==> config.mk <==
export PLATFORM = sky130hd
export DESIGN_NAME = ilfm_top
export DESIGN_NICKNAME = d
export VERILOG_FILES = /design/src/hw/ilfm_pkg.sv /design/src/hw/ilfm_line_filter.sv /design/src/hw/ilfm_stop_ctrl.sv /design/src/hw/ilfm_top.sv
export VERILOG_INCLUDE_DIRS = /design/src /design/src/hw
export SDC_FILE = /design/constraint.sdc
export NUM_CORES = 2
export LEC_CHECK = 0
export ABC_AREA = 1
export ABC_CLOCK_PERIOD_IN_PS = 19200
export BUFFER_PORTS_ARGS = -buffer_cell sky130_fd_sc_hd__buf_2
export CORE_MARGIN = 4
export CORE_UTILIZATION = 56
export DETAILED_ROUTE_END_ITERATION = 16
export PLACE_DENSITY_LB_ADDON = 0.25
export SYNTH_ARGS = -nofsm -noshare
export SYNTH_HDL_FRONTEND = slang
export SYNTH_SLANG_ARGS = --single-unit
==> constraint.sdc <==
create_clock -name clk_sys -period 19.2 [get_ports clk_sys]
set_input_delay 3.84 -clock clk_sys [delete_from_list [all_inputs] [get_ports clk_sys]]
set_output_delay 3.84 -clock clk_sys [all_outputs]
set_load 0.05 [all_outputs]
==> src/hw/ilfm_consts.svh <==
// Constants of the input line function mapper: offsets, reset values, codes, timing
`ifndef ILFM_CONSTS_SVH
`define ILFM_CONSTS_SVH

`define ILFM_NLINES 5
`define ILFM_CLK_MHZ 125
`define ILFM_FAST_RESP_US 2000
`define ILFM_SLOW_RESP_US 20000
`define ILFM_SEC_US 1000000
`define ILFM_PIPE_LAT 4
`define ILFM_FAST_CYC ((`ILFM_FAST_RESP_US * `ILFM_CLK_MHZ) - `ILFM_PIPE_LAT)
`define ILFM_SLOW_CYC ((`ILFM_SLOW_RESP_US * `ILFM_CLK_MHZ) - `ILFM_PIPE_LAT)
`define ILFM_SEC_CYC (`ILFM_SEC_US * `ILFM_CLK_MHZ)

`define ILFM_OFF_LINE0 8'h00
`define ILFM_OFF_EXTDISP 8'h14
`define ILFM_OFF_REMOTE 8'h18
`define ILFM_OFF_STOPSEL 8'h1c
`define ILFM_OFF_STARTSPD 8'h20
`define ILFM_OFF_STATUS 8'h24
`define ILFM_OFF_LINES 8'h28

`define ILFM_RST_LINE0 16'h003c
`define ILFM_RST_LINE1 16'h003d
`define ILFM_RST_LINE2 16'h0000
`define ILFM_RST_LINE3 16'h0001
`define ILFM_RST_LINE4 16'h0002
`define ILFM_RST_EXTDISP 16'h0000
`define ILFM_RST_REMOTE 16'h0000
`define ILFM_RST_STOPSEL 16'h270f
`define ILFM_RST_STARTSPD 16'h0000

`define ILFM_FC_LOW 16'h0000
`define ILFM_FC_MID 16'h0001
`define ILFM_FC_HIGH 16'h0002
`define ILFM_FC_SECOND 16'h0003
`define ILFM_FC_ANALOG4 16'h0004
`define ILFM_FC_JOG 16'h0005
`define ILFM_FC_HEAT 16'h0007
`define ILFM_FC_EXTRA 16'h0008
`define ILFM_FC_ENABLE 16'h000a
`define ILFM_FC_PUILK 16'h000c
`define ILFM_FC_PID 16'h000e
`define ILFM_FC_PUEXT 16'h0010
`define ILFM_FC_OUTSTOP 16'h0018
`define ILFM_FC_SELFHOLD 16'h0019
`define ILFM_FC_FWD 16'h003c
`define ILFM_FC_REV 16'h003d
`define ILFM_FC_RESET 16'h003e
`define ILFM_FC_PIDDIR 16'h0040
`define ILFM_FC_PUNET 16'h0041
`define ILFM_FC_EXTNET 16'h0042
`define ILFM_FC_CMDSRC 16'h0043
`define ILFM_FC_PIDRST 16'h0048
`define ILFM_FC_NONE 16'h270f

`define ILFM_STOP_DEC_A 16'h270f
`define ILFM_STOP_DEC_B 16'h22b8
`define ILFM_COAST_MAX 16'h0064
`define ILFM_COAST_OFS 16'h03e8
`define ILFM_COAST_OFS_MAX 16'h044c

`endif

==> src/hw/ilfm_pkg.sv <==
// Types shared by the input line function mapper
package ilfm_pkg;

  typedef logic [15:0] ilfm_code_t;

  typedef enum {
    FN_LOW, FN_MID, FN_HIGH, FN_SECOND, FN_ANALOG4, FN_JOG, FN_HEAT, FN_EXTRA,
    FN_ENABLE, FN_PUILK, FN_PID, FN_PUEXT, FN_OUTSTOP, FN_SELFHOLD, FN_FWD,
    FN_REV, FN_RESET, FN_PIDDIR, FN_PUNET, FN_EXTNET, FN_CMDSRC, FN_PIDRST,
    FN_COUNT
  } ilfm_fn_t;

  typedef enum {
    ST_IDLE, ST_RUN, ST_HOLD, ST_DECEL, ST_COAST
  } ilfm_stop_state_t;

endpackage

==> src/hw/ilfm_line_filter.sv <==
// Per-line stable-time filter for synchronised input lines
`timescale 1ns/1ps
`include "ilfm_consts.svh"
module ilfm_line_filter #(
  parameter int NLINES = `ILFM_NLINES,
  parameter int STABLE_CYC = 16
) (
  // Clock and reset
  input wire logic clk_sys,
  input wire logic sys_rst,
  input wire logic ce,
  // Lines
  input wire logic [NLINES-1:0] lineSync,
  output logic [NLINES-1:0] lineFilt
);
  localparam int CW = (STABLE_CYC > 1) ? $clog2(STABLE_CYC) : 1;
  localparam logic [CW-1:0] LAST = CW'(STABLE_CYC - 1);

  genvar l;
  generate
    for (l = 0; l < NLINES; l++) begin : g_line
      logic [CW-1:0] cntQ;
      // Level must stay put for the full count, so bounce never passes
      always_ff @(posedge clk_sys or posedge sys_rst) begin
        if (sys_rst) begin
          cntQ <= '0;
          lineFilt[l] <= 1'b0;
        end else if (ce) begin
          if (lineSync[l] == lineFilt[l]) begin
            cntQ <= '0;
          end else if (cntQ == LAST) begin
            cntQ <= '0;
            lineFilt[l] <= lineSync[l];
          end else begin
            cntQ <= cntQ + CW'(1);
          end
        end
      end
    end
  endgenerate
endmodule

==> src/hw/ilfm_stop_ctrl.sv <==
// Stop selection sequencer: decelerate, delayed coast, overrides and restart
`timescale 1ns/1ps
`include "ilfm_consts.svh"
module ilfm_stop_ctrl
  import ilfm_pkg::*;
#(
  parameter int SEC_CYC = `ILFM_SEC_CYC
) (
  // Clock and reset
  input wire logic clk_sys,
  input wire logic sys_rst,
  input wire logic ce,
  // Commands
  input wire logic runCmd,
  input wire logic panelStop,
  input wire logic commErrStop,
  input wire logic jogMode,
  input wire logic preexciteCmd,
  input wire logic preexciteBusy,
  input wire logic shutoff,
  input wire logic motorStopped,
  input wire logic [15:0] stopSel,
  // State
  output logic outputRun,
  output logic decelStop,
  output logic coasting,
  output logic restartPulse
);
  localparam int CW = (SEC_CYC > 1) ? $clog2(SEC_CYC) : 1;
  localparam logic [CW-1:0] SEC_LAST = CW'(SEC_CYC - 1);

  ilfm_stop_state_t stQ, stD;
  logic [CW-1:0] cycQ;
  logic [15:0] secQ;
  logic [15:0] coastSec;
  logic override;
  logic decelMode;
  logic preexDecel;

  assign override = panelStop | commErrStop | jogMode;
  assign decelMode = (stopSel == `ILFM_STOP_DEC_A) || (stopSel == `ILFM_STOP_DEC_B)
                     || override;
  assign preexDecel = preexciteCmd & preexciteBusy;
  assign coastSec = (stopSel >= `ILFM_COAST_OFS) ? stopSel - `ILFM_COAST_OFS : stopSel;

  always_comb begin
    stD = stQ;
    case (stQ)
      ST_IDLE: begin
        if (runCmd && !shutoff) stD = ST_RUN;
      end
      ST_RUN: begin
        if (shutoff) stD = ST_COAST;
        else if (!runCmd) stD = (decelMode || preexDecel) ? ST_DECEL : ST_HOLD;
      end
      ST_HOLD: begin
        // Speed command is still followed until the delay ends
        if (shutoff) stD = ST_COAST;
        else if (runCmd) stD = ST_RUN;
        else if (override || preexDecel) stD = ST_DECEL;
        else if (secQ == 16'h0000) stD = ST_COAST;
      end
      ST_DECEL: begin
        if (shutoff) stD = ST_COAST;
        else if (runCmd) stD = ST_RUN;
        else if (motorStopped) stD = ST_IDLE;
      end
      ST_COAST: begin
        if (runCmd && !shutoff) stD = ST_RUN;
        else if (preexDecel && !shutoff) stD = ST_DECEL;
        else if (motorStopped) stD = ST_IDLE;
      end
      default: stD = ST_IDLE;
    endcase
  end

  always_ff @(posedge clk_sys or posedge sys_rst) begin
    if (sys_rst) begin
      stQ <= ST_IDLE;
      outputRun <= 1'b0;
      decelStop <= 1'b0;
      coasting <= 1'b0;
      restartPulse <= 1'b0;
    end else if (ce) begin
      stQ <= stD;
      outputRun <= (stD == ST_RUN) || (stD == ST_HOLD) || (stD == ST_DECEL);
      decelStop <= (stD == ST_DECEL);
      coasting <= (stD == ST_COAST);
      restartPulse <= (stQ != ST_RUN) && (stD == ST_RUN);
    end
  end

  // Delay timer counts whole seconds while holding
  always_ff @(posedge clk_sys or posedge sys_rst) begin
    if (sys_rst) begin
      cycQ <= '0;
      secQ <= 16'h0000;
    end else if (ce) begin
      if (stQ != ST_HOLD) begin
        cycQ <= '0;
        secQ <= coastSec;
      end else if (cycQ == SEC_LAST) begin
        cycQ <= '0;
        if (secQ != 16'h0000) secQ <= secQ - 16'h0001;
      end else begin
        cycQ <= cycQ + CW'(1);
      end
    end
  end
endmodule

==> src/hw/ilfm_top.sv <==
// Input line function mapper top: APB registers, line sync, mapping, stop control
//
// Design decisions made here: the register addresses and the APB register port.
`timescale 1ns/1ps
`include "ilfm_consts.svh"
module ilfm_top
  import ilfm_pkg::*;
#(
  parameter int FAST_CYC = `ILFM_FAST_CYC,
  parameter int SLOW_CYC = `ILFM_SLOW_CYC,
  parameter int SEC_CYC = `ILFM_SEC_CYC
) (
  // Clock and reset
  input wire logic clk_sys,
  input wire logic sys_rst,
  input wire logic ce,
  // APB slave
  input wire logic psel,
  input wire logic penable,
  input wire logic pwrite,
  input wire logic [7:0] paddr,
  input wire logic [31:0] pwdata,
  output logic [31:0] prdata,
  output logic pready,
  output logic pslverr,
  // Input line pins
  input wire logic [`ILFM_NLINES-1:0] lineIn,
  // Drive status, same clock
  input wire logic panelStop,
  input wire logic commErrStop,
  input wire logic preexciteCmd,
  input wire logic preexciteBusy,
  input wire logic motorStopped,
  // Functions
  output logic [FN_COUNT-1:0] funcActive,
  output logic [3:0] speedSelect,
  output logic [2:0] remoteSetting,
  // Run control
  output logic outputRun,
  output logic decelStop,
  output logic coasting,
  output logic restartFromStart,
  output logic [15:0] startSpeed
);
  // Line count follows the pin count
  localparam int NL = `ILFM_NLINES;
  localparam int NF = FN_COUNT;

  // Function codes in funcActive bit order
  localparam ilfm_code_t FN_CODE [NF] = '{
    `ILFM_FC_LOW, `ILFM_FC_MID, `ILFM_FC_HIGH, `ILFM_FC_SECOND,
    `ILFM_FC_ANALOG4, `ILFM_FC_JOG, `ILFM_FC_HEAT, `ILFM_FC_EXTRA,
    `ILFM_FC_ENABLE, `ILFM_FC_PUILK, `ILFM_FC_PID, `ILFM_FC_PUEXT,
    `ILFM_FC_OUTSTOP, `ILFM_FC_SELFHOLD, `ILFM_FC_FWD, `ILFM_FC_REV,
    `ILFM_FC_RESET, `ILFM_FC_PIDDIR, `ILFM_FC_PUNET, `ILFM_FC_EXTNET,
    `ILFM_FC_CMDSRC, `ILFM_FC_PIDRST
  };

  // Function each line wakes up with
  localparam ilfm_code_t LINE_RST [NL] = '{
    `ILFM_RST_LINE0,
    `ILFM_RST_LINE1,
    `ILFM_RST_LINE2,
    `ILFM_RST_LINE3,
    `ILFM_RST_LINE4
  };

  ////////////////////////////////////////////////////////////////////////////
  // Validity checks

  function automatic logic codeOk(input int line, input ilfm_code_t code);
    logic ok;
    // Code 9999 leaves the line with no function
    ok = (code == `ILFM_FC_NONE);
    for (int f = 0; f < NF; f++) begin
      if (code == FN_CODE[f]) ok = 1'b1;
    end
    // Run codes are bound to their own lines
    if (code == `ILFM_FC_FWD && line != 0) ok = 1'b0;
    if (code == `ILFM_FC_REV && line != 1) ok = 1'b0;
    return ok;
  endfunction

  function automatic logic stopSelOk(input logic [15:0] v);
    logic ok;
    // Coast delay, delayed coast with offset, or decelerate
    ok = (v <= `ILFM_COAST_MAX);
    if (v >= `ILFM_COAST_OFS && v <= `ILFM_COAST_OFS_MAX) ok = 1'b1;
    if (v == `ILFM_STOP_DEC_A || v == `ILFM_STOP_DEC_B) ok = 1'b1;
    return ok;
  endfunction

  ////////////////////////////////////////////////////////////////////////////
  // Registers

  // Selections and settings are all 16 bits wide
  ilfm_code_t lineSelQ [NL];
  logic [15:0] extDispQ;
  logic [15:0] remoteQ;
  logic [15:0] stopSelQ;
  logic [15:0] startSpdQ;
  logic [NL-1:0] fastLvl;
  logic [NL-1:0] slowLvl;
  logic [NF-1:0] funcQ;

  ////////////////////////////////////////////////////////////////////////////
  // APB decode

  // Handshake, line index and configuration lock
  logic accPh;
  logic wrStb;
  logic isLine;
  logic [2:0] lineIdx;
  logic cfgOpen;
  logic upperZero;
  logic [31:0] rdData;
  logic errD;

  assign accPh = psel & penable;
  // Write lands on the edge the master sees pready, never on the wait cycle
  assign wrStb = accPh & pwrite & pready & ~pslverr;
  assign lineIdx = paddr[4:2];
  assign isLine = (paddr[7:5] == 3'b000) && (lineIdx < 3'(NL))
                  && (paddr[1:0] == 2'b00);
  assign cfgOpen = (extDispQ == 16'h0000);
  assign upperZero = (pwdata[31:16] == 16'h0000);

  // Mapped reads never fail; line and stop-select writes check range, width and lock, other setting writes width only
  always_comb begin
    rdData = 32'h0000_0000;
    errD = 1'b0;
    if (isLine) begin
      rdData = {16'h0000, lineSelQ[lineIdx]};
      if (pwrite) begin
        errD = !cfgOpen || !upperZero || !codeOk(int'(lineIdx), pwdata[15:0]);
      end
    end else begin
      case (paddr)
        `ILFM_OFF_EXTDISP: begin
          rdData = {16'h0000, extDispQ};
          errD = pwrite && !upperZero;
        end
        `ILFM_OFF_REMOTE: begin
          rdData = {16'h0000, remoteQ};
          errD = pwrite && !upperZero;
        end
        `ILFM_OFF_STOPSEL: begin
          rdData = {16'h0000, stopSelQ};
          errD = pwrite && (!cfgOpen || !upperZero || !stopSelOk(pwdata[15:0]));
        end
        `ILFM_OFF_STARTSPD: begin
          rdData = {16'h0000, startSpdQ};
          errD = pwrite && !upperZero;
        end
        // Status and line views are read only
        `ILFM_OFF_STATUS: begin
          rdData = {7'h00, coasting, decelStop, outputRun, funcQ};
          errD = pwrite;
        end
        `ILFM_OFF_LINES: begin
          rdData = {19'h0_0000, fastLvl, 3'b000, slowLvl};
          errD = pwrite;
        end
        // Unmapped or unaligned words answer with an error
        default: begin
          rdData = 32'h0000_0000;
          errD = 1'b1;
        end
      endcase
    end
  end

  // One wait state so that data and error leave flip-flops
  always_ff @(posedge clk_sys or posedge sys_rst) begin
    if (sys_rst) begin
      pready <= 1'b0;
      prdata <= 32'h0000_0000;
      pslverr <= 1'b0;
    end else if (ce) begin
      // Answer on every second cycle of an access, so a master that lingers sees pready again
      if (accPh && !pready) begin
        pready <= 1'b1;
        prdata <= pwrite ? 32'h0000_0000 : rdData;
        pslverr <= errD;
      end else begin
        pready <= 1'b0;
        prdata <= 32'h0000_0000;
        pslverr <= 1'b0;
      end
    end
  end

  ////////////////////////////////////////////////////////////////////////////
  // Configuration storage

  // Refused writes leave the stored code alone
  genvar gl;
  generate
    for (gl = 0; gl < NL; gl++) begin : g_sel
      always_ff @(posedge clk_sys or posedge sys_rst) begin
        if (sys_rst) begin
          lineSelQ[gl] <= LINE_RST[gl];
        end else if (ce && wrStb && isLine && lineIdx == 3'(gl)) begin
          lineSelQ[gl] <= pwdata[15:0];
        end
      end
    end
  endgenerate

  always_ff @(posedge clk_sys or posedge sys_rst) begin
    if (sys_rst) begin
      extDispQ <= `ILFM_RST_EXTDISP;
      remoteQ <= `ILFM_RST_REMOTE;
      stopSelQ <= `ILFM_RST_STOPSEL;
      startSpdQ <= `ILFM_RST_STARTSPD;
      // Display word is never locked, or setup could not reopen
    end else if (ce && wrStb && !isLine) begin
      case (paddr)
        `ILFM_OFF_EXTDISP: extDispQ <= pwdata[15:0];
        `ILFM_OFF_REMOTE: remoteQ <= pwdata[15:0];
        `ILFM_OFF_STOPSEL: stopSelQ <= pwdata[15:0];
        `ILFM_OFF_STARTSPD: startSpdQ <= pwdata[15:0];
        default: begin
        end
      endcase
    end
  end

  always_ff @(posedge clk_sys or posedge sys_rst) begin
    if (sys_rst) begin
      startSpeed <= `ILFM_RST_STARTSPD;
    end else if (ce) begin
      // Offered to restarts out of coast
      startSpeed <= startSpdQ;
    end
  end

  ////////////////////////////////////////////////////////////////////////////
  // Line synchronisers and filters

  // Pins are asynchronous: two flops before any logic reads them
  logic [NL-1:0] syncAQ;
  logic [NL-1:0] syncBQ;

  always_ff @(posedge clk_sys or posedge sys_rst) begin
    if (sys_rst) begin
      syncAQ <= '0;
      syncBQ <= '0;
    end else if (ce) begin
      syncAQ <= lineIn;
      syncBQ <= syncAQ;
    end
  end

  // Two filter depths; each function picks the one its timing needs
  // Short depth serves only the enable and shutoff codes
  ilfm_line_filter #(
    .NLINES(NL),
    .STABLE_CYC(FAST_CYC)
  ) u_fast (
    .clk_sys(clk_sys),
    .sys_rst(sys_rst),
    .ce(ce),
    .lineSync(syncBQ),
    .lineFilt(fastLvl)
  );

  ilfm_line_filter #(
    .NLINES(NL),
    .STABLE_CYC(SLOW_CYC)
  ) u_slow (
    .clk_sys(clk_sys),
    .sys_rst(sys_rst),
    .ce(ce),
    .lineSync(syncBQ),
    .lineFilt(slowLvl)
  );

  ////////////////////////////////////////////////////////////////////////////
  // Function mapping

  // Shared codes OR their lines; unassigned functions stay low
  logic [NF-1:0] fnHit;

  always_comb begin
    fnHit = '0;
    for (int f = 0; f < NF; f++) begin
      for (int l = 0; l < NL; l++) begin
        if (lineSelQ[l] == FN_CODE[f]) begin
          if (f == int'(FN_ENABLE) || f == int'(FN_OUTSTOP)) begin
            fnHit[f] = fnHit[f] | fastLvl[l];
          end else begin
            fnHit[f] = fnHit[f] | slowLvl[l];
          end
        end
      end
    end
  end

  always_ff @(posedge clk_sys or posedge sys_rst) begin
    if (sys_rst) begin
      funcQ <= '0;
      funcActive <= '0;
      speedSelect <= 4'h0;
      remoteSetting <= 3'h0;
    end else if (ce) begin
      // Every function output leaves a flop
      funcQ <= fnHit;
      // Analog ch4 and heat trip sit at FN_ANALOG4 and FN_HEAT
      funcActive <= fnHit;
      if (remoteQ == 16'h0000) begin
        speedSelect <= {fnHit[FN_EXTRA], fnHit[FN_HIGH], fnHit[FN_MID],
                        fnHit[FN_LOW]};
        remoteSetting <= 3'h0;
      end else begin
        speedSelect <= {fnHit[FN_EXTRA], 3'b000};
        remoteSetting <= {fnHit[FN_HIGH], fnHit[FN_MID], fnHit[FN_LOW]};
      end
    end
  end

  ////////////////////////////////////////////////////////////////////////////
  // Stop control

  // Either run direction starts the sequencer
  logic runCmd;
  assign runCmd = funcQ[FN_FWD] | funcQ[FN_REV];

  // Panel and communication stops are already on this clock
  ilfm_stop_ctrl #(
    .SEC_CYC(SEC_CYC)
  ) u_stop (
    .clk_sys(clk_sys),
    .sys_rst(sys_rst),
    .ce(ce),
    .runCmd(runCmd),
    .panelStop(panelStop),
    .commErrStop(commErrStop),
    .jogMode(funcQ[FN_JOG]),
    .preexciteCmd(preexciteCmd),
    .preexciteBusy(preexciteBusy),
    .shutoff(funcQ[FN_OUTSTOP]),
    .motorStopped(motorStopped),
    .stopSel(stopSelQ),
    .outputRun(outputRun),
    .decelStop(decelStop),
    .coasting(coasting),
    .restartPulse(restartFromStart)
  );

endmodule
==> metrics.cfg <==
[global_routing]
grt_max_degree = 136
grt_usage_pct = 29.1
grt_pass1_vias = 24100
grt_pass1_wl_um = 127000
gr-total-overflow = 0
antenna_found_initial = 0

[timing]
slew_viol_final = 0
min_period_ns = 6.37
setup_ws_ns = 12.83
finalClockSkew_ns = 0.0252
setup_tns_ns = 0
timing.fmax_mhz = 157
relSlewSlack_pct = 17.2
finalHoldViolCount = 0
worst-slew-pin-transition_ns = 1.24
rsz0062_at_grt = false
setup_viol = 0
timing.final.crit_share_pct = 33.2

[worst_setup_path]
arrival_ns = 6.87
cp_max_fo = 73
regToRegSetupSlack_ns = 16.40
path_class = input port to flop
crit_required_ns = 19.70
timing.rr.end = lineSelQ[30]
reg2reg_from = pslverr
start_kind = input port
reg2regPathDepth = 3
end_kind = flop

[drt]
wire_per_inst_um = 17.4
drt_first_pass_iters = 8
routed_wl_um = 79100
drc_errors = 0
first_iter_violations = 2287
ant_nets = 0
vias = 25600
vias_per_cell = 5.64

[synth]
ys_types = 61
yosysWarnings = 0
synth_seq_cells = 514
synthArstFlopShare_pct = 100
synth_area_per_cell_sq_um = 7.55
synth-main-ff-cell = dfrtp_1
synth-seq-area-share_pct = 45.6
syn-instance-count = 3738
synth_edf_count = 0
netlist_area_sq_mm = 0.0282

[layout]
stdcell_count = 4539
n_fill_cell = 4624
drive_gt1_share_pct = 8.02
multi_input_comb_area_sq_mm = 0.0129
regArea_sq_mm = 0.0129
antenna_cells = 0
syn_to_final_growth_pct = 9.99
fin_nets = 3894

[clock_tree]
clk-insertion-delay-late_ns = 0.62
ctsHoldBuffers = 0
clk_pin_slew_ns = 0.06
cts_root_buf = clkbuf_16
cts_resized = 0
h-tree-depth = 2
cts_tree = done
cts_buffers = 54
post_cts_buffers = 0
clk_path_buf_depth = 3
cts_sinks = 514

[placement]
io_buffers = 131
place_ws_ns = 12.27
dp_hpwl_um = 57000
dp_cells = 4441
gp_congestion = 0.997

[worst_hold_path]
hp-start = prdata[14]
hold_end = prdata[14]
hold_depth = 2
min_path_type = flop to flop

[die]
core_area_sq_mm = 0.0500
start_util_pct = 56.5
die_w_um = 233
ios = 139
num_rows = 82
fp.dieH_um = 233
die_area_sq_mm = 0.0541

[power]
p_seq_share_pct = 44.8
vdd_drop_max_mv = 0.0761
pwr_density_cell_mw_per_mm2 = 85.6
intPower_mw = 1.86
swShare_pct = 30.0
p_leak_nw = 14.2
p_comb_share_pct = 15.8
p_sw_mw = 0.797
pwr-share-clk_pct = 39.5

[flow_run]
cap_violations = 0

[status]
status = completed

[flip-flops by register name, indices dropped and copies added, names as in the netlist, 3 cells and up]
| signal | cells |
|---|---|
| extDispQ | 16 |
| funcQ | 22 |
| lineSelQ | 80 |
| prdata | 25 |
| remoteQ | 16 |
| remoteSetting | 3 |
| speedSelect | 3 |
| startSpdQ | 16 |
| startSpeed | 16 |
| stopSelQ | 16 |
| syncAQ | 5 |
| syncBQ | 5 |
| u_fast.g_line.cntQ | 90 |
| u_fast.lineFilt | 5 |
| u_slow.g_line.cntQ | 110 |
| u_slow.lineFilt | 5 |
| u_stop.cycQ | 27 |
| u_stop.secQ | 16 |
| u_stop.stQ | 32 |
[power by group through the flow]
stage | clock network (mW) | logic (mW) | registers, mW
2_1_floorplan | 0 | 0.287 | 1.22
3_3_place_gp | 0 | 0.409 | 1.21
3_5_place_dp | 0 | 0.416 | 1.21
4_1_cts | 1.06 | 0.418 | 1.19
5_1_grt | 1.11 | 0.469 | 1.20
6_report | 1.05 | 0.419 | 1.19
[worst max-delay path by stage]
stage	start	endpoint	slack, ns	depth (start not counted)
2_1_floorplan	sys_rst	extDispQ[0]	1.03	1
3_3_place_gp	ce	u_slow.g_line[0].cntQ[12]	12.33	12
3_5_place_dp	ce	u_slow.g_line[0].cntQ[14]	12.27	11
4_1_cts	ce	u_slow.g_line[0].cntQ[14]	12.90	11
5_1_grt	ce	u_slow.g_line[0].cntQ[14]	12.51	11
6_report	ce	u_slow.g_line[0].cntQ[14]	12.83	11
[cells by family (layout without fill, tap and decap cells)]
family	count (synthesis)	in the layout	synth area share, %
and+or+nand+nor	1926	1926	30.1
buffers and inverters	621	744	8.79
AOI/OAI and AO/OA	520	520	10.4
DFF	514	514	45.6
xor gates and xnor gates	133	133	4.13
adders and majority gates	13	13	0.576
muxes	10	10	0.355
other	1	7	0.0133
[critical path, stage by stage]
cell      delay, ns
buf_6          0.45
buf_4          0.52
buf_4          0.66
nand2_1        0.18
nor2_1         0.21
nand2_1        0.10
nor2_1         0.15
nand3_1        0.11
nor2_1         0.25
a21oi_1        0.10
a211oi_1       0.23
[synthesized netlist by cell type, drive strengths merged, types with 2 or more instances]
| cell | number | area (sq um) |
|---|---|---|
| o311a | 2 | 20.0 |
| nor4 | 60 | 397 |
| a41oi | 5 | 43.8 |
| dfrtp | 495 | 12400 |
| ha | 13 | 163 |
| o211ai | 3 | 22.5 |
| and3 | 5 | 31.3 |
| buf | 81 | 450 |
| dfstp | 19 | 499 |
| a221oi | 4 | 35.0 |
| mux2i | 10 | 100 |
| nand3b | 4 | 30.0 |
| a211oi | 8 | 60.1 |
| a32o | 9 | 90.1 |
| xor2 | 104 | 911 |
| nand4 | 140 | 876 |
| clkbuf | 46 | 173 |
| o221ai | 6 | 52.6 |
| a31oi | 21 | 131 |
| nor2 | 533 | 2060 |
| o31ai | 10 | 75.1 |
| nand3 | 238 | 1200 |
| o21a | 9 | 67.6 |
| nand2 | 753 | 2850 |
| a21oi | 99 | 507 |
| o2111ai | 3 | 26.3 |
| inv | 494 | 1860 |
| xnor2 | 29 | 254 |
| nor3b | 16 | 120 |
| o21ai | 284 | 1420 |
| nor3 | 167 | 871 |
| or2 | 9 | 56.3 |
| o22ai | 45 | 282 |
| o22a | 2 | 17.5 |
[through the flow]
stage	area (sq um)	hold slack, ns	total power [mW]	util, %
CTS	31100	0.479	2.67	62.2
global placement	29300	0.459	1.62	58.7
detailed placement	29300	0.462	1.62	58.7
global route	31100	0.497	2.78	62.2
finish	31100	0.474	2.66	62.2
floorplan	28300	0.442	1.51	-
[layout make-up]
type,count,area share [%]
clock buffers,79,5.04
clock inverters,19,0.588
inverters,494,6.03
multi-input cells,2609,41.5
flip-flops and latches,514,41.5
well taps,672,2.71
repair buffers,152,2.64
[cells in the final DEF, fill, tap and decap left out, drive strengths merged, types with 99 or more instances in the layout]
| cell | count |
|---|---|
| nor3 | 167 |
| inv | 496 |
| xor2 | 104 |
| buf | 152 |
| nand2 | 753 |
| o21ai | 284 |
| dfrtp | 495 |
| nand4 | 140 |
| a21oi | 99 |
| nor2 | 533 |
| nand3 | 238 |
[metal layers]
layer	wire (um)	global-route usage (%)
met4	3960	13.2
met5	0	0
met2	36200	46.0
met3	5250	3.69
met1	33600	40.4
No activity file was read; power rests on OpenSTA's default activity.
